==> src/hw/lsif_defines.vh <==
// lsif_defines.vh: offsets, fields, reset values and timing counts
// assumes: included by the receive path and its fifo
`ifndef LSIF_DEFINES_VH
`define LSIF_DEFINES_VH

// register offsets on the register port
`define LSIF_OFS_STATUS      8'h06
`define LSIF_OFS_LEVEL       8'h24
`define LSIF_OFS_IF_CFG      8'h26
`define LSIF_OFS_INTERP      8'h28
`define LSIF_OFS_DLY_TAP     8'h5e
`define LSIF_OFS_DLY_CTRL    8'h5f

// interface configuration fields
`define LSIF_CFG_BYTE_BIT    0
`define LSIF_CFG_INV_BIT     5
`define LSIF_CFG_PAIR_BIT    6
`define LSIF_CFG_FMT_BIT     7

// delay control fields
`define LSIF_DLY_EN_BIT      3
`define LSIF_DLY_TAP3_LO     3'h5

// delay tap select codes
`define LSIF_TAP_CODE1       8'h07
`define LSIF_TAP_CODE2       8'h7f
`define LSIF_TAP_CODE3       8'hff

// status fields
`define LSIF_ST_UNDER_BIT    0
`define LSIF_ST_OVER_BIT     1
`define LSIF_ST_MARGIN_BIT   2

// reset values
`define LSIF_RST_IF_CFG      8'h00
`define LSIF_RST_INTERP      8'h00
`define LSIF_RST_DLY_TAP     8'h00
`define LSIF_RST_DLY_CTRL    8'h00

// fifo shape and margins
`define LSIF_SAMPLE_W        16
`define LSIF_FIFO_DEPTH      8
`define LSIF_FIFO_AW         3
`define LSIF_LVL_LOW         4'h1
`define LSIF_LVL_HIGH        4'h7

// pin synchroniser depth and delay line length
`define LSIF_SYNC_STAGES     3
`define LSIF_DLY_STAGES      4

`endif

==> src/hw/lsif_fifo.v <==
// lsif_fifo.v: small sample fifo with registered read data
// assumes: one clock, pops and pushes from logic on that clock
`timescale 1ns/1ps
`include "lsif_defines.vh"

module lsif_fifo #(
    parameter WIDTH = 32,
    parameter DEPTH = 8,
    parameter AW    = 3
) (
    input  wire             i_clk_sys,
    input  wire             i_nrst,
    input  wire             i_wr_valid,
    output wire             o_wr_ready,
    input  wire [WIDTH-1:0] i_wr_data,
    output wire             o_rd_valid,
    input  wire             i_rd_ready,
    output reg  [WIDTH-1:0] o_rd_data,
    output wire [AW:0]      o_level
);

    reg [WIDTH-1:0] mem [0:DEPTH-1];
    reg [AW:0]      wptr_q;
    reg [AW:0]      rptr_q;
    wire            full;
    wire            empty;
    wire            push;
    wire            pop;

    // same slot and wrap bit apart means full, same both means empty
    assign full       = (wptr_q[AW-1:0] == rptr_q[AW-1:0]) &&
                        (wptr_q[AW] != rptr_q[AW]);
    assign empty      = (wptr_q == rptr_q);
    assign o_wr_ready = ~full;
    assign o_rd_valid = ~empty;
    assign push       = i_wr_valid & ~full;
    assign pop        = i_rd_ready & ~empty;
    assign o_level    = wptr_q - rptr_q;

    always @(posedge i_clk_sys) begin
        if (push) begin
            mem[wptr_q[AW-1:0]] <= i_wr_data;
        end
    end

    always @(posedge i_clk_sys or negedge i_nrst) begin
        if (!i_nrst) begin
            wptr_q    <= {(AW+1){1'b0}};
            rptr_q    <= {(AW+1){1'b0}};
            o_rd_data <= {WIDTH{1'b0}};
        end else begin
            if (push) begin
                wptr_q <= wptr_q + 1'b1;
            end
            if (pop) begin
                o_rd_data <= mem[rptr_q[AW-1:0]];
                rptr_q    <= rptr_q + 1'b1;
            end
        end
    end

endmodule // lsif_fifo

==> src/hw/lsif_rx.v <==
// lsif_rx.v: source-synchronous sample receiver with single-clock sample fifo
// assumes: pins arrive unsynchronised, register port on i_clk_sys
//
// Behaviour
// byte order I high, I low, Q high, Q low
// frame rising edge marks I high byte
// one-shot or periodic frame, first edge aligns
// single frame pulse held one clock period
// periodic frame at clock over twice n
// clock and frame aligned with data
// bit 7 picks offset binary or two's complement
// bit 6 picks I/Q pairing order
// bit 5 reverses input bus bit order
// four-setting delay shifts sampling point
// delay setting codes written by software
// delay control bit 3 enables delay line
// samples cross to core domain via fifo; here pins are synchronised to i_clk_sys and the fifo runs on that one clock
// fifo holds two 16-bit channels, eight slots
// capture, format, then write fifo slot
// write pointer steps per loaded word
// read pointer steps per word read
// pointers step at core rate over interpolation; here only the read pointer does, the write pointer steps per loaded word
// equal pointers flag overflow or underflow; code uses a full-fifo overwrite and an empty read slot instead
// keep fifo near half full
// bit 0 picks word or byte mode
// word mode: I on rise, Q on fall
// three status bits report fifo errors
// byte mode: pair written after fourth byte
`timescale 1ns/1ps
`include "lsif_defines.vh"

module lsif_rx (
    input  wire        i_clk_sys,
    input  wire        i_nrst,
    input  wire        i_fwd_clk,
    input  wire        i_frame,
    input  wire [15:0] i_data,
    input  wire        i_reg_wr,
    input  wire [7:0]  i_reg_addr,
    input  wire [7:0]  i_reg_wdata,
    output reg  [7:0]  o_reg_rdata,
    input  wire        i_core_ready,
    output reg         o_sample_valid,
    output wire [15:0] o_sample_i,
    output wire [15:0] o_sample_q
);

    localparam SW = `LSIF_SAMPLE_W;
    localparam NS = `LSIF_SYNC_STAGES;
    localparam ND = `LSIF_DLY_STAGES;

    // register file
    reg  [7:0]    cfg_q;
    reg  [7:0]    interp_q;
    reg  [7:0]    dly_tap_q;
    reg  [7:0]    dly_ctrl_q;
    reg  [2:0]    status_q;

    // pin synchronisers
    reg  [NS-1:0] clk_sync_q;
    reg           clk_lvl_q;
    reg  [NS-1:0] frm_sync_q;
    reg  [15:0]   dat_sync_q [0:NS-1];
    reg  [ND-1:0] edge_dly_q;
    reg  [ND-1:0] rise_dly_q;

    // assembly
    reg  [1:0]    byte_idx_q;
    reg           aligned_q;
    reg           frm_prev_q;
    reg  [15:0]   hold_i_q;
    reg  [7:0]    hold_b_q;
    reg           pend_q;
    reg  [31:0]   pend_data_q;
    reg  [7:0]    rate_cnt_q;
    reg  [3:0]    prev_lvl_q;

    wire          edge_now;
    wire          rise_now;
    wire [1:0]    tap;
    wire          cap;
    wire          cap_rise;
    wire [15:0]   bus_rev;
    wire [15:0]   bus_in;
    wire          byte_mode;
    wire          frm_rise;
    wire          wr_ready;
    wire          rd_valid;
    wire [31:0]   rd_data;
    wire [3:0]    level;
    wire          rate_en;
    wire          pop;
    wire [7:0]    rate_div;
    reg           pair_done;
    reg  [31:0]   pair_word;

    // offset binary to two's complement by msb flip
    function [15:0] fmt;
        input [15:0] w;
        input        offset_bin;
        begin
            fmt = offset_bin ? {~w[15], w[14:0]} : w;
        end
    endfunction

    // delay tap codes to setting 0..3
    function [1:0] tap_of;
        input [7:0] sel;
        input [2:0] lo;
        begin
            if (sel == `LSIF_TAP_CODE3 && lo == `LSIF_DLY_TAP3_LO) begin
                tap_of = 2'h3;
            end else if (sel == `LSIF_TAP_CODE2 ||
                         sel == `LSIF_TAP_CODE3) begin
                tap_of = 2'h2;
            end else if (sel == `LSIF_TAP_CODE1) begin
                tap_of = 2'h1;
            end else begin
                tap_of = 2'h0;
            end
        end
    endfunction

    assign byte_mode = cfg_q[`LSIF_CFG_BYTE_BIT];

    // clock transitions counted once stages two and three agree
    assign edge_now = (clk_sync_q[1] == clk_sync_q[2]) &&
                      (clk_sync_q[2] != clk_lvl_q);
    assign rise_now = edge_now & clk_sync_q[2];

    // delay line moves the sampling edge later against the data
    assign tap      = dly_ctrl_q[`LSIF_DLY_EN_BIT] ?
                      tap_of(dly_tap_q, dly_ctrl_q[2:0]) : 2'h0;
    assign cap      = (tap == 2'h0) ? edge_now : edge_dly_q[tap-2'h1];
    assign cap_rise = (tap == 2'h0) ? rise_now : rise_dly_q[tap-2'h1];

    genvar gi;
    generate
        for (gi = 0; gi < 16; gi = gi + 1) begin : g_rev
            // byte mode reverses within the low eight lines only
            if (gi < 8) begin : g_lo
                assign bus_rev[gi] = byte_mode ? dat_sync_q[2][7-gi] :
                                     dat_sync_q[2][15-gi];
            end else begin : g_hi
                assign bus_rev[gi] = byte_mode ? 1'b0 :
                                     dat_sync_q[2][15-gi];
            end
        end
    endgenerate

    assign bus_in   = cfg_q[`LSIF_CFG_INV_BIT] ? bus_rev :
                      dat_sync_q[2];
    assign frm_rise = frm_sync_q[2] & ~frm_prev_q;

    integer k;
    always @(posedge i_clk_sys or negedge i_nrst) begin
        if (!i_nrst) begin
            clk_sync_q <= {NS{1'b0}};
            clk_lvl_q  <= 1'b0;
            frm_sync_q <= {NS{1'b0}};
            edge_dly_q <= {ND{1'b0}};
            rise_dly_q <= {ND{1'b0}};
            for (k = 0; k < NS; k = k + 1) begin
                dat_sync_q[k] <= 16'h0000;
            end
        end else begin
            clk_sync_q <= {clk_sync_q[NS-2:0], i_fwd_clk};
            clk_lvl_q  <= edge_now ? clk_sync_q[2] : clk_lvl_q;
            frm_sync_q <= {frm_sync_q[NS-2:0], i_frame};
            edge_dly_q <= {edge_dly_q[ND-2:0], edge_now};
            rise_dly_q <= {rise_dly_q[ND-2:0], rise_now};
            dat_sync_q[0] <= i_data;
            for (k = 1; k < NS; k = k + 1) begin
                dat_sync_q[k] <= dat_sync_q[k-1];
            end
        end
    end

    // pair assembly after capture
    always @* begin
        pair_done = 1'b0;
        pair_word = 32'h0000_0000;
        if (cap && !byte_mode && !cap_rise) begin
            pair_done = 1'b1;
            pair_word = {hold_i_q, bus_in};
        end else if (cap && byte_mode && aligned_q && byte_idx_q == 2'h3) begin
            pair_done = 1'b1;
            pair_word = {hold_i_q, hold_b_q, bus_in[7:0]};
        end
    end

    always @(posedge i_clk_sys or negedge i_nrst) begin
        if (!i_nrst) begin
            byte_idx_q <= 2'h0;
            aligned_q  <= 1'b0;
            frm_prev_q <= 1'b0;
            hold_i_q   <= 16'h0000;
            hold_b_q   <= 8'h00;
        end else if (i_reg_wr && i_reg_addr == `LSIF_OFS_IF_CFG) begin
            aligned_q  <= 1'b0;
            byte_idx_q <= 2'h0;
        end else if (cap) begin
            frm_prev_q <= frm_sync_q[2];
            if (!byte_mode) begin
                if (cap_rise) begin
                    hold_i_q <= bus_in;
                end
            end else if (frm_rise && !aligned_q) begin
                aligned_q  <= 1'b1;
                hold_b_q   <= bus_in[7:0];
                byte_idx_q <= 2'h1;
            end else if (aligned_q) begin
                byte_idx_q <= byte_idx_q + 2'h1;
                if (byte_idx_q == 2'h0 || byte_idx_q == 2'h2) begin
                    hold_b_q <= bus_in[7:0];
                end
                if (byte_idx_q == 2'h1) begin
                    hold_i_q <= {hold_b_q, bus_in[7:0]};
                end
            end
        end
    end

    // a pair waits while the fifo is full; a newer one then overwrites it and flags overflow
    always @(posedge i_clk_sys or negedge i_nrst) begin
        if (!i_nrst) begin
            pend_q      <= 1'b0;
            pend_data_q <= 32'h0000_0000;
        end else if (pair_done) begin
            pend_q      <= 1'b1;
            pend_data_q <= {fmt(pair_word[31:16], cfg_q[`LSIF_CFG_FMT_BIT]),
                            fmt(pair_word[15:0],
                                cfg_q[`LSIF_CFG_FMT_BIT])};
        end else if (wr_ready) begin
            pend_q <= 1'b0;
        end
    end

    lsif_fifo #(
        .WIDTH (2*SW),
        .DEPTH (`LSIF_FIFO_DEPTH),
        .AW    (`LSIF_FIFO_AW)
    ) u_fifo (
        .i_clk_sys  (i_clk_sys),
        .i_nrst     (i_nrst),
        .i_wr_valid (pend_q),
        .o_wr_ready (wr_ready),
        .i_wr_data  (pend_data_q),
        .o_rd_valid (rd_valid),
        .i_rd_ready (pop),
        .o_rd_data  (rd_data),
        .o_level    (level)
    );

    // read rate enable: core clock over the interpolation factor
    assign rate_div = 8'h01 << interp_q[1:0];
    assign rate_en  = (rate_cnt_q == 8'h00);
    assign pop      = rate_en & rd_valid & i_core_ready;

    always @(posedge i_clk_sys or negedge i_nrst) begin
        if (!i_nrst) begin
            rate_cnt_q     <= 8'h00;
            o_sample_valid <= 1'b0;
        end else begin
            rate_cnt_q     <= rate_en ? rate_div - 8'h01 :
                              rate_cnt_q - 8'h01;
            o_sample_valid <= pop;
        end
    end

    assign o_sample_i = cfg_q[`LSIF_CFG_PAIR_BIT] ? rd_data[15:0] :
                        rd_data[31:16];
    assign o_sample_q = cfg_q[`LSIF_CFG_PAIR_BIT] ? rd_data[31:16] :
                        rd_data[15:0];

    // register writes and sticky status, set wins over clear
    always @(posedge i_clk_sys or negedge i_nrst) begin
        if (!i_nrst) begin
            cfg_q      <= `LSIF_RST_IF_CFG;
            interp_q   <= `LSIF_RST_INTERP;
            dly_tap_q  <= `LSIF_RST_DLY_TAP;
            dly_ctrl_q <= `LSIF_RST_DLY_CTRL;
            status_q   <= 3'h0;
            prev_lvl_q <= 4'h0;
        end else begin
            prev_lvl_q <= level;
            if (i_reg_wr) begin
                if (i_reg_addr == `LSIF_OFS_IF_CFG) begin
                    cfg_q <= i_reg_wdata;
                end else if (i_reg_addr == `LSIF_OFS_INTERP) begin
                    interp_q <= i_reg_wdata;
                end else if (i_reg_addr == `LSIF_OFS_DLY_TAP) begin
                    dly_tap_q <= i_reg_wdata;
                end else if (i_reg_addr == `LSIF_OFS_DLY_CTRL) begin
                    dly_ctrl_q <= i_reg_wdata;
                end
            end
            status_q <= (status_q &
                         ~((i_reg_wr && i_reg_addr == `LSIF_OFS_STATUS) ?
                           i_reg_wdata[2:0] : 3'h0)) |
                        {(level != prev_lvl_q) &&
                         (level <= `LSIF_LVL_LOW ||
                          level >= `LSIF_LVL_HIGH),
                         pair_done & pend_q & ~wr_ready,
                         rate_en & i_core_ready & ~rd_valid};
        end
    end

    // registered read data, unmapped offsets read zero
    always @(posedge i_clk_sys or negedge i_nrst) begin
        if (!i_nrst) begin
            o_reg_rdata <= 8'h00;
        end else if (i_reg_addr == `LSIF_OFS_IF_CFG) begin
            o_reg_rdata <= cfg_q;
        end else if (i_reg_addr == `LSIF_OFS_INTERP) begin
            o_reg_rdata <= interp_q;
        end else if (i_reg_addr == `LSIF_OFS_DLY_TAP) begin
            o_reg_rdata <= dly_tap_q;
        end else if (i_reg_addr == `LSIF_OFS_DLY_CTRL) begin
            o_reg_rdata <= dly_ctrl_q;
        end else if (i_reg_addr == `LSIF_OFS_STATUS) begin
            o_reg_rdata <= {5'h00, status_q};
        end else if (i_reg_addr == `LSIF_OFS_LEVEL) begin
            o_reg_rdata <= {4'h0, level};
        end else begin
            o_reg_rdata <= 8'h00;
        end
    end

endmodule // lsif_rx

==> config.mk <==
export PLATFORM = sky130hd
export DESIGN_NAME = lsif_rx
export DESIGN_NICKNAME = d
export VERILOG_FILES = /design/src/hw/lsif_fifo.v /design/src/hw/lsif_rx.v
export VERILOG_INCLUDE_DIRS = /design/src /design/src/hw
export SDC_FILE = /design/constraint.sdc
export NUM_CORES = 1
export LEC_CHECK = 0
export BUFFER_PORTS_ARGS = -buffer_cell sky130_fd_sc_hd__buf_2
export CAP_MARGIN = 10
export CORE_MARGIN = 4
export CORE_UTILIZATION = 55
export DETAILED_ROUTE_END_ITERATION = 6
export GPL_TIMING_DRIVEN = 0
export PLACE_DENSITY = 0.77
export SLEW_MARGIN = 10
export SYNTH_ARGS = -nofsm -noshare
export SYNTH_HDL_FRONTEND = slang
export SYNTH_HIERARCHICAL = 1
export SYNTH_SLANG_ARGS = --single-unit
==> constraint.sdc <==
create_clock -name i_clk_sys -period 10.5 [get_ports i_clk_sys]
set_input_delay 0.525 -clock i_clk_sys [delete_from_list [all_inputs] [get_ports i_clk_sys]]
set_output_delay 0.525 -clock i_clk_sys [all_outputs]
set_load 0.1 [all_outputs]
Word level (Yosys, flattened, before mapping):

Memories as Yosys holds them, arrays and structs flattened. A register that Yosys moved wholly into a read port is not among the register bits.
Index checks and enable logic that the tools add are counted.
Widths: inputs -> output; s select.

* add/sub/neg operators: 7
* $lt $le $gt $ge: 3
* eq/ne operators: 23
* shifts and indexed selects: 1
* muxes and demuxes: 64
* bitwise logic cells: 22
* reductions and logical operators: 38

Operators by type and width (count)
* $mux 16: 10
* $mux 32: 2
* $mux 8: 8
* $mux 1: 31
* $eq 8x6->1 const B: 3
* $eq 8x7->1 const B: 3
* $eq 8x3->1 const B: 2
* $mux 2: 8
* $sub 8x1->8 const B: 2
* $logic_and 1x1->1: 12
* $reduce_bool 2->1: 6
* $and 1x1->1: 10
* $reduce_and 5->1: 2
* $not 1->1: 9
* $reduce_and 3->1: 3
* $add 4x1->4 const B: 2
* $eq 8x8->1 const B: 1
* $logic_not 8->1: 1
* $mux 4: 2
* $shl 1x2->8 const A: 1
* $reduce_and 6->1: 1
* $bmux 1 s2: 2
* $eq 2x2->1 const B: 2
* $eq 4x4->1: 1
* other kinds (24): 34

* register bits after elaboration: 188
* RAM bits: 256
* input bits: 38
* output and inout bits: 41
* memories kept: 1

Memory list
* u_fifo.mem: depth 8, bits a word 32, read ports 1, clocked after Yosys merged registers in 1, write ports 1, line lsif_fifo.v:22 `reg [WIDTH-1:0] mem [0:DEPTH-1];`

Depth between registers and ports, before layout:

Gate-level depths: netlist of run 1.

* depth after elaboration: 17
* mapped depth: 13

Modules after synthesis:

Netlist of run 1, hierarchy kept.

Modules (own cells, without submodules)
* lsif_fifo: instances 1, cells an instance 610, area each 11415.9 um^2, sequential area each 8688.3 um^2
* lsif_rx: instances 1, cells an instance 547, area each 7589.8 um^2, sequential area each 4504.3 um^2

Worst setup path before layout of run 1:

Ideal clock, no wire load.

* path type: register to register
* start: register u_fifo.rptr_q[2]
* end: memory u_fifo.mem[0][0] (enable)
* library setup time: 0.501 ns
* data arrival time: 4.639 ns
* required time: 9.999 ns
* path slack: 5.360 ns
* cell stages (with the launch flop): 10
* buffers on the path: 3
* cell sequence: dfrtp_1 -> clkbuf_1 -> buf_2 -> buf_2 -> inv_1 -> ha_1 -> nand3_1 -> nand2b_1 -> nand2_1 -> nor4_1

* word-level cells in the longest chain between the ends: 6

Ends and longest elaborated chain
* from (decl): line lsif_fifo.v:24 `reg [AW:0] rptr_q;`
* from (signal assigned): line lsif_fifo.v:49 `rptr_q <= {(AW+1){1'b0}};`
* from (signal assigned): line lsif_fifo.v:57 `rptr_q <= rptr_q + 1'b1;`
* $eq 3x3->1: line lsif_fifo.v:31 `assign full = (wptr_q[AW-1:0] == rptr_q[AW-1:0]) &&`
* $logic_and 1x1->1: line lsif_fifo.v:31
* $not 1->1
* $and 1x1->1: line lsif_fifo.v:36 `assign push = i_wr_valid & ~full;`
* $mux 1: line lsif_fifo.v:41 `if (push) begin`
* $mux 1 (implied by the code): line lsif_fifo.v:42 `mem[wptr_q[AW-1:0]] <= i_wr_data;`
* to (decl): line lsif_fifo.v:22

No other way between the ends.

Worst setup path after layout of run 1:

* start: register u_fifo.rptr_q[2]
* end: memory u_fifo.mem[0][4] (enable)

Same word-level chain as after synthesis.

==> impl_metrics.csv, run 1 <==
group,metric,value,unit
layout,nets,1356,
sta,clock_skew,0.0152,ns
sta,tns,0,ns
grt,grt_usage,20.5,%
placement,gp_congestion,0.853,
critical_path,crit_fanout,10,
layout,drive_above_1_share,30.2,%
floorplan,initial_utilization,56.3,%
grt,grt_pass1_wl,61100,um
cts,cts_sinks,476,
power_and_ir_drop,power.total,6000,uW
critical_path,criticalPathCategory,"reg2reg",
power_and_ir_drop,intPower,3880,uW
power_and_ir_drop,seqPwrFrac,43.2,%
critical_path,critPathArrivalTime,4.06,ns
grt,grt_overflow,0,
critical_path,reg2reg_from,"u_fifo/rptr_q[2]$_DFFE_PN0P_",
sta,setup_viol,0,
detailed_routing,dr_total_vias,10400,
power_and_ir_drop,comb_power_share,29.4,%
grt,grt_pass1_vias,10600,
detailed_routing,first_iter_violations,995,
cts,clk_pin_slew,0.06,ns
critical_path,cp-end-kind,"register",
status,status,"finished, final reports clean",
sta,slew_headroom,28.8,%
detailed_routing,detail_route.wl_per_cell,21.7,um
cts,clk_latency,0.55,ns
layout,fillers,2313,
sta,grt_setup_unrepaired,"no",
floorplan,die_x,194,um
detailed_routing,vias_per_cell,5.79,
yosys,syn_area_per_cell,16.4,um^2
floorplan,core,33800,um^2
critical_path,worstSetupStartpointType,"register",
power_and_ir_drop,vdd_drop_max,0.369,mV
sta,tightest_slew,1.06,ns
placement,dpl.hpwl,26600,um
floorplan,fp-row-count,67,
layout,diodes,0,
yosys,yosysSeqAreaShare,69.4,%
sta,period_needed,3.80,ns
power_and_ir_drop,p_switching,2120,uW
yosys,ys_warn_count,6,
yosys,synth_cells,1157,
critical_path,worst_ep_required_time,10.76,ns
critical_path,regToRegSetupSlack,6.70,ns
grt,antenna_found_initial,0,
floorplan,die_y,194,um
power_and_ir_drop,power.leakage,0.00861,uW
grt,grt_max_degree,114,
sta,drv_slew,0,
floorplan,die_area,37600,um^2
yosys,async_flop_share,46.2,%
cts,cts_inserted_buffers,47,
floorplan,io_pins,79,
power_and_ir_drop,p_per_area,275,nW/um^2
yosys,synth_flop_cell,"edfxtp_1",
detailed_routing,first_pass_iters,5,
placement,port_buffers,78,
power_and_ir_drop,switching_share,35.3,%
yosys,synth-seq-cells,476,
detailed_routing,drt_wl_total,38900,um
yosys,synth_nets,1207,
yosys,synth_cell_type_count,67,
sta,period_share,36.2,%
cts,clockBufferDepth,3,
sta,max_freq,0.263,GHz
cts,cts_hold_buf,0,
critical_path,regToRegEndpoint,"u_fifo/mem[0][4]$_DFFE_PP_",
detailed_routing,ant_nets,0,
sta,timing_hold_violations_final,0,
yosys,netlist_area,19000,um^2
yosys,synth_edf_count,256,
min_path,min_path_type,"in2async",
power_and_ir_drop,power.share.clock,27.4,%
cts,htree_levels,2,
layout,synthToLayoutAreaGrowth,14.7,%
cts,post_cts_resized,0,
cts,cts_tree,"built",
critical_path,reg2reg_depth,11,
cts,root_buffer,"clkbuf_16",
flow_run,max_cap_violations,0,
detailed_routing,drc,0,
cts,post_cts_buffers,0,
-- power by group through the flow --
stage | sequential [uW] | clock, uW | combinational [uW]
3_3_place_gp | 2600 | 0 | 1710
2_1_floorplan | 2500 | 0 | 1400
3_5_place_dp | 2620 | 0 | 1760
5_1_grt | 2620 | 1760 | 1870
6_report | 2590 | 1640 | 1770
4_1_cts | 2590 | 1670 | 1770
-- metal layers --
metal | wire [um] | track usage [%] | share of wire [%]
met3 | 2090 | 2.88 | 5.4
met2 | 19000 | 33.9 | 49
met5 | 0 | 0 | 0
met1 | 16900 | 29.4 | 44
met4 | 881 | 5.03 | 2.3
-- cells by family (layout without fill, tap and decap cells) --
family,Yosys count,after routing,synth area share (%)
AND/OR/NAND/NOR,187,187,4.71
buffers and inverters,77,265,2.34
flip-flops,476,476,69.4
XOR/XNOR,20,20,0.961
AO/OA/AOI/OAI,145,145,5.35
adder cells (fa/ha/maj),13,13,0.882
multiplexers,239,239,16.3
-- cells in the final DEF, fill, tap and decap left out, drive strengths merged, types with 31 or more instances in the layout --
master and instances:
nor2 31, clkbuf 94, dfrtp 220, mux2i 57, nand3 39, edfxtp 256
mux2 149, o21ai 59, nand2 66, o221ai 32, buf 135, mux4 33
-- through the flow --
step	worst slack, ns	hold WS (ns)	utilization [%]	std cells	cell area [um^2]
after detailed placement	6.76	0.335	60.0	1705	20300
after CTS	6.72	0.0438	64.5	1793	21800
after floorplan	5.36	0.229	-	1157	19000
final	6.70	0.0127	64.5	1793	21800
after global routing	6.54	0.0605	64.5	1793	21800
after global placement	2.06	0.333	59.1	1683	20000
-- flip-flops by register name, summed over array words and instances (netlist names), 4 cells and up --
signal and flops:
prev_lvl_q 4, rise_dly_q 4, dly_tap_q 8, edge_dly_q 4
rate_cnt_q 8, cfg_q 8, hold_b_q 8, u_fifo/mem 256
interp_q 8, dly_ctrl_q 8, u_fifo/o_rd_data 32, pend_data_q 32
o_reg_rdata 8, u_fifo/wptr_q 4, u_fifo/rptr_q 4, dat_sync_q 48
hold_i_q 16
-- synthesized netlist by cell type, types with 5 or more instances --
master	instances	area share [%]
a21oi_1	23	0.61
a221oi_1	7	0.32
buf_2	12	0.32
buf_4	6	0.24
buf_6	10	0.59
clkbuf_1	24	0.47
dfrtp_1	220	29
edfxtp_1	256	40
ha_1	11	0.72
inv_1	18	0.36
mux2_2	122	7.2
mux2_4	27	2.1
mux2i_1	57	3.0
mux4_2	30	3.6
nand2_1	65	1.3
nand3_1	39	1.0
nand4_1	5	0.16
nor2_1	29	0.57
nor2b_1	10	0.33
nor3_1	8	0.21
o21ai_0	27	0.71
o21ai_1	31	0.82
o221ai_1	31	1.4
xnor2_1	15	0.69
-- how the worst max path moves through the flow --
stage | start | to | slack (ns) | depth (start not counted)
floorplan | u_fifo/rptr_q[2]$_DFFE_PN0P_ | u_fifo/mem[0][0]$_DFFE_PP_ | 5.36 | 9
finish | u_fifo/rptr_q[2]$_DFFE_PN0P_ | u_fifo/mem[0][4]$_DFFE_PP_ | 6.70 | 11
global placement | u_fifo/rptr_q[2]$_DFFE_PN0P_ | u_fifo/mem[0][29]$_DFFE_PP_ | 2.06 | 9
CTS | u_fifo/rptr_q[2]$_DFFE_PN0P_ | u_fifo/mem[0][3]$_DFFE_PP_ | 6.72 | 11
detailed placement | u_fifo/rptr_q[2]$_DFFE_PN0P_ | u_fifo/mem[0][28]$_DFFE_PP_ | 6.76 | 11
global route | u_fifo/rptr_q[2]$_DFFE_PN0P_ | u_fifo/mem[0][4]$_DFFE_PP_ | 6.54 | 11
-- area by class of cell --
type	instances	area (um^2)	share of cell area (%)
sequential	476	13200	60.5
multi-input combinational	604	5410	24.8
clock buffer	70	1360	6.26
timing repair buffer	100	653	3.00
tap	448	561	2.57
buffer	59	378	1.73
clock inverter	18	179	0.821
inverter	18	67.6	0.310
-- worst max-delay path, cell delays in order (launching register included) --
cell      delay, ns
dfrtp_1        0.32
clkbuf_1       0.29
buf_2          0.31
buf_2          0.32
inv_1          0.08
ha_1           0.35
nand3_1        0.16
nand2b_1       0.15
nand2_1        0.16
nor4_2         0.83
buf_4          0.33
buf_4          0.19
No activity file was read; power rests on OpenSTA's default activity.
==> run 2: changes to the inputs <==
Settings changed: ABC_AREA set to 1.
Clock period 10.5 ns to 3.9 ns, I/O delays scaled along.
==> run 2 against run 1 <==
  * Sequential cell count did not move
  * Wire length rose by 17%
  * Largest power group unchanged
  * First-iteration DRC count rose by 36%
  * Final area rose by 3.3%
  * Combinational power rose to 2.9 times the previous value
  * Register-to-register slack got worse by 6.2 ns
  * Critical path depth fell by 2
  * Hold slack improved by 0.013 ns
  * Clock power rose to 2.7 times the previous value
  * Critical path type unchanged
  * Worst setup slack got worse by 6.2 ns
==> impl_metrics.csv, run 2 <==
group,metric,value,unit
layout,final_area,22500,um^2
grt,antenna_found_initial,0,
power_and_ir_drop,comb_power_share,30.9,%
sta,grt_setup_unrepaired,"no",
critical_path,criticalPathCategory,"reg2reg",
detailed_routing,dr_total_vias,13800,
critical_path,worstSetupStartpointType,"register",
critical_path,endpoint,"u_fifo/mem[6][28]$_DFFE_PP_",
cts,post_cts_resized,0,
yosys,yosysSeqAreaShare,67.9,%
power_and_ir_drop,vdd_drop_max,0.972,mV
critical_path,crit_fanout,18,
grt,grt_max_degree,112,
layout,nets,2060,
yosys,synth-seq-cells,476,
detailed_routing,first_iter_violations,1358,
critical_path,regToRegSetupSlack,0.52,ns
floorplan,initial_utilization,56.0,%
power_and_ir_drop,switching_share,38.6,%
sta,clock_skew,0.0135,ns
yosys,synth_top_area_share,39.5,%
layout,drive_above_1_share,12.9,%
grt,grt_usage,23.6,%
placement,place_area,20700,um^2
detailed_routing,met2_length,22800,um
detailed_routing,drt_wl_total,45500,um
layout,largest_reg_flops,256,
critical_path,reg2reg_depth,9,
critical_path,cp_num_cells,9,
flow_run,max_cap_violations,0,
placement,gp_congestion,0.955,
layout,mostFrequentLayoutCells,"661 x nand2_1, 256 x edfxtp_1, 220 x dfrtp_1",
layout,fin_util,64.9,%
cts,cts_inserted_buffers,47,
floorplan,die_y,196,um
power_and_ir_drop,p_per_area,744,nW/um^2
critical_path,critPathArrivalTime,3.62,ns
sta,slew_headroom,46.4,%
floorplan,die_area,38400,um^2
sta,max_freq,0.296,GHz
sta,tightest_slew,0.804,ns
cts,cts_sinks,476,
yosys,syn_area_per_cell,10.5,um^2
placement,port_buffers,78,
critical_path,worstPathCellList,"inv_2 > clkbuf_1 > ha_1 > nand2_1 > nor2_4 > a21oi_2 > nand2_1 > nor2_4 > buf_16",
power_and_ir_drop,power.share.clock,26.7,%
layout,synthToLayoutAreaGrowth,15.9,%
cts,root_buffer,"clkbuf_16",
critical_path,cp-startpoint,"u_fifo/rptr_q[2]$_DFFE_PN0P_",
yosys,async_flop_share,46.2,%
cts,post_cts_buffers,0,
yosys,synth_edf_count,256,
cts,clk_latency,0.54,ns
floorplan,die_x,196,um
detailed_routing,wl_met3,3320,um
yosys,synth_nets,1898,
critical_path,slowest_stage,"nor2_4",
yosys,synth_most_common_cell,"nand2_1",
grt,grt_pass1_wl,72200,um
sta,holdWs,0.0254,ns
cts,htree_levels,2,
critical_path,slowest_delay,0.64,ns
placement,dpl.hpwl,30900,um
power_and_ir_drop,intPower,10300,uW
power_and_ir_drop,power.leakage,0.00989,uW
yosys,synth_cell_type_count,43,
sta,setup_viol,0,
detailed_routing,ant_nets,0,
cts,cts_tree,"built",
yosys,yosysTopAreaCell,"edfxtp_1",
yosys,synth_flop_cell,"edfxtp_1",
layout,fillers,2565,
detailed_routing,vias_per_cell,5.50,
critical_path,reg2reg_from,"u_fifo/rptr_q[2]$_DFFE_PN0P_",
floorplan,fp-row-count,68,
critical_path,worst_ep_required_time,4.14,ns
yosys,ys_warn_count,6,
sta,period_needed,3.38,ns
sta,timing_hold_violations_final,0,
cts,clockBufferDepth,3,
yosys,synth.top_cells.by_area,"edfxtp_1 40%, dfrtp_1 28%, nand2_1 13%",
layout,diodes,0,
status,status,"finished, final reports clean",
sta,period_share,86.6,%
floorplan,io_pins,79,
min_path,min_path_type,"in2reg",
power_and_ir_drop,seqPwrFrac,42.4,%
critical_path,crit_family,"simple AND/OR/NAND/NOR gates",
detailed_routing,first_pass_iters,6,
critical_path,regToRegEndpoint,"u_fifo/mem[6][28]$_DFFE_PP_",
power_and_ir_drop,power.total,16800,uW
cts,clk_pin_slew,0.06,ns
grt,grt_pass1_vias,13700,
sta,drv_slew,0,
power_and_ir_drop,p_switching,6480,uW
floorplan,core,34700,um^2
detailed_routing,met1Wirelength,18000,um
detailed_routing,drc,0,
detailed_routing,detail_route.wl_per_cell,18.2,um
detailed_routing,topRoutingLayerUsed,"met4",
layout,final_common_cell,"nand2_1",
yosys,ys_top_cells_by_count,"661 x nand2_1, 256 x edfxtp_1, 220 x dfrtp_1",
grt,grt_overflow,0,
critical_path,cp-end-kind,"register",
yosys,synth_cells,1848,
critical_path,cp_num_buf_inv,3,
yosys,netlist_area,19400,um^2
run 2: changes by cell type after synthesis, moves of 31 or more:
cell and change:
o221ai_1 -31, o211ai_1 +32, o21ai_0 +42, mux2_2 -122, inv_1 +119, nand2_1 +596, nand3_1 +102, mux2i_1 -57
nor2_1 +56
run 2: final cells by class:
| class | count | area, um^2 | area share [%] |
|---|---|---|---|
| inverter | 150 | 566 | 2.51 |
| clock inverter | 25 | 214 | 0.950 |
| sequential | 476 | 13200 | 58.5 |
| clock buffer | 62 | 1350 | 5.97 |
| buffer | 81 | 459 | 2.04 |
| multi-input combinational | 1141 | 5290 | 23.5 |
| tap | 455 | 569 | 2.53 |
| timing repair buffer | 113 | 901 | 4.00 |
run 2: worst min path at each step:
stage                                    end  depth (start not counted)      startpoint  slack (ns)
floorplan              aligned_q$_DFFE_PN0P_                          0          i_nrst       -0.10
global route         interp_q[2]$_DFFE_PN0P_                          3  i_reg_wdata[2]        0.02
finish               interp_q[1]$_DFFE_PN0P_                          3  i_reg_wdata[1]        0.03
CTS                 dly_tap_q[2]$_DFFE_PN0P_                          3  i_reg_wdata[2]       0.008
detailed placement  dat_sync_q[45]$_DFF_PN0_                          1      i_data[13]        0.30
global placement    dat_sync_q[35]$_DFF_PN0_                          1       i_data[3]        0.30
run 2: cell families (layout without fill, tap and decap cells):
group,after synthesis,after routing,share of synthesized area (%)
simple gates,919,919,19.5
compound gates,193,193,5.83
flops,476,476,67.9
buf+inv,231,431,5.27
xor+xnor,17,17,0.766
fa+ha+maj,12,12,0.811
run 2: timing repair:
action / CTS / global route
setup endpoints to repair: 0 / 0
endpoints found under the hold margin: 148 / 0
hold buffers: 26 / 0
run 2: worst reg2reg max path, delay by kind of cell (launching register included):
kind                     cells  cell delay [ns]
adder cells (fa/ha/maj)      1             0.38
buffers and inverters        3             0.92
AO/OA/AOI/OAI                1             0.22
flip-flops                   1             0.42
AND/OR/NAND/NOR              4             1.12
run 2: power groups by stage:
| stage | sequential (uW) | clock, uW | combinational [uW] |
|---|---|---|---|
| floorplan | 6870 | 0 | 3900 |
| global placement | 7130 | 0 | 4890 |
| detailed placement | 7190 | 0 | 5060 |
| CTS | 7100 | 4540 | 5140 |
| global route | 7210 | 4760 | 5620 |
| finish | 7110 | 4470 | 5180 |
run 2: per-stage QoR:
stage	worst slack, ns	cells	TNS [ns]
2_1_floorplan	0.508	1848	0
3_3_place_gp	-1.11	2381	-445.13
3_5_place_dp	0.537	2390	0
4_1_cts	0.511	2503	0
5_1_grt	0.322	2503	0
6_report	0.522	2503	0
run 2: layer usage:
| layer | vias up | track usage [%] |
|---|---|---|
| met3 | 111 | 2.94 |
| met5 | - | 0 |
| li1 | 6411 | - |
| met2 | 593 | 41.3 |
| met1 | 6645 | 30.8 |
| met4 | 0 | 8.15 |
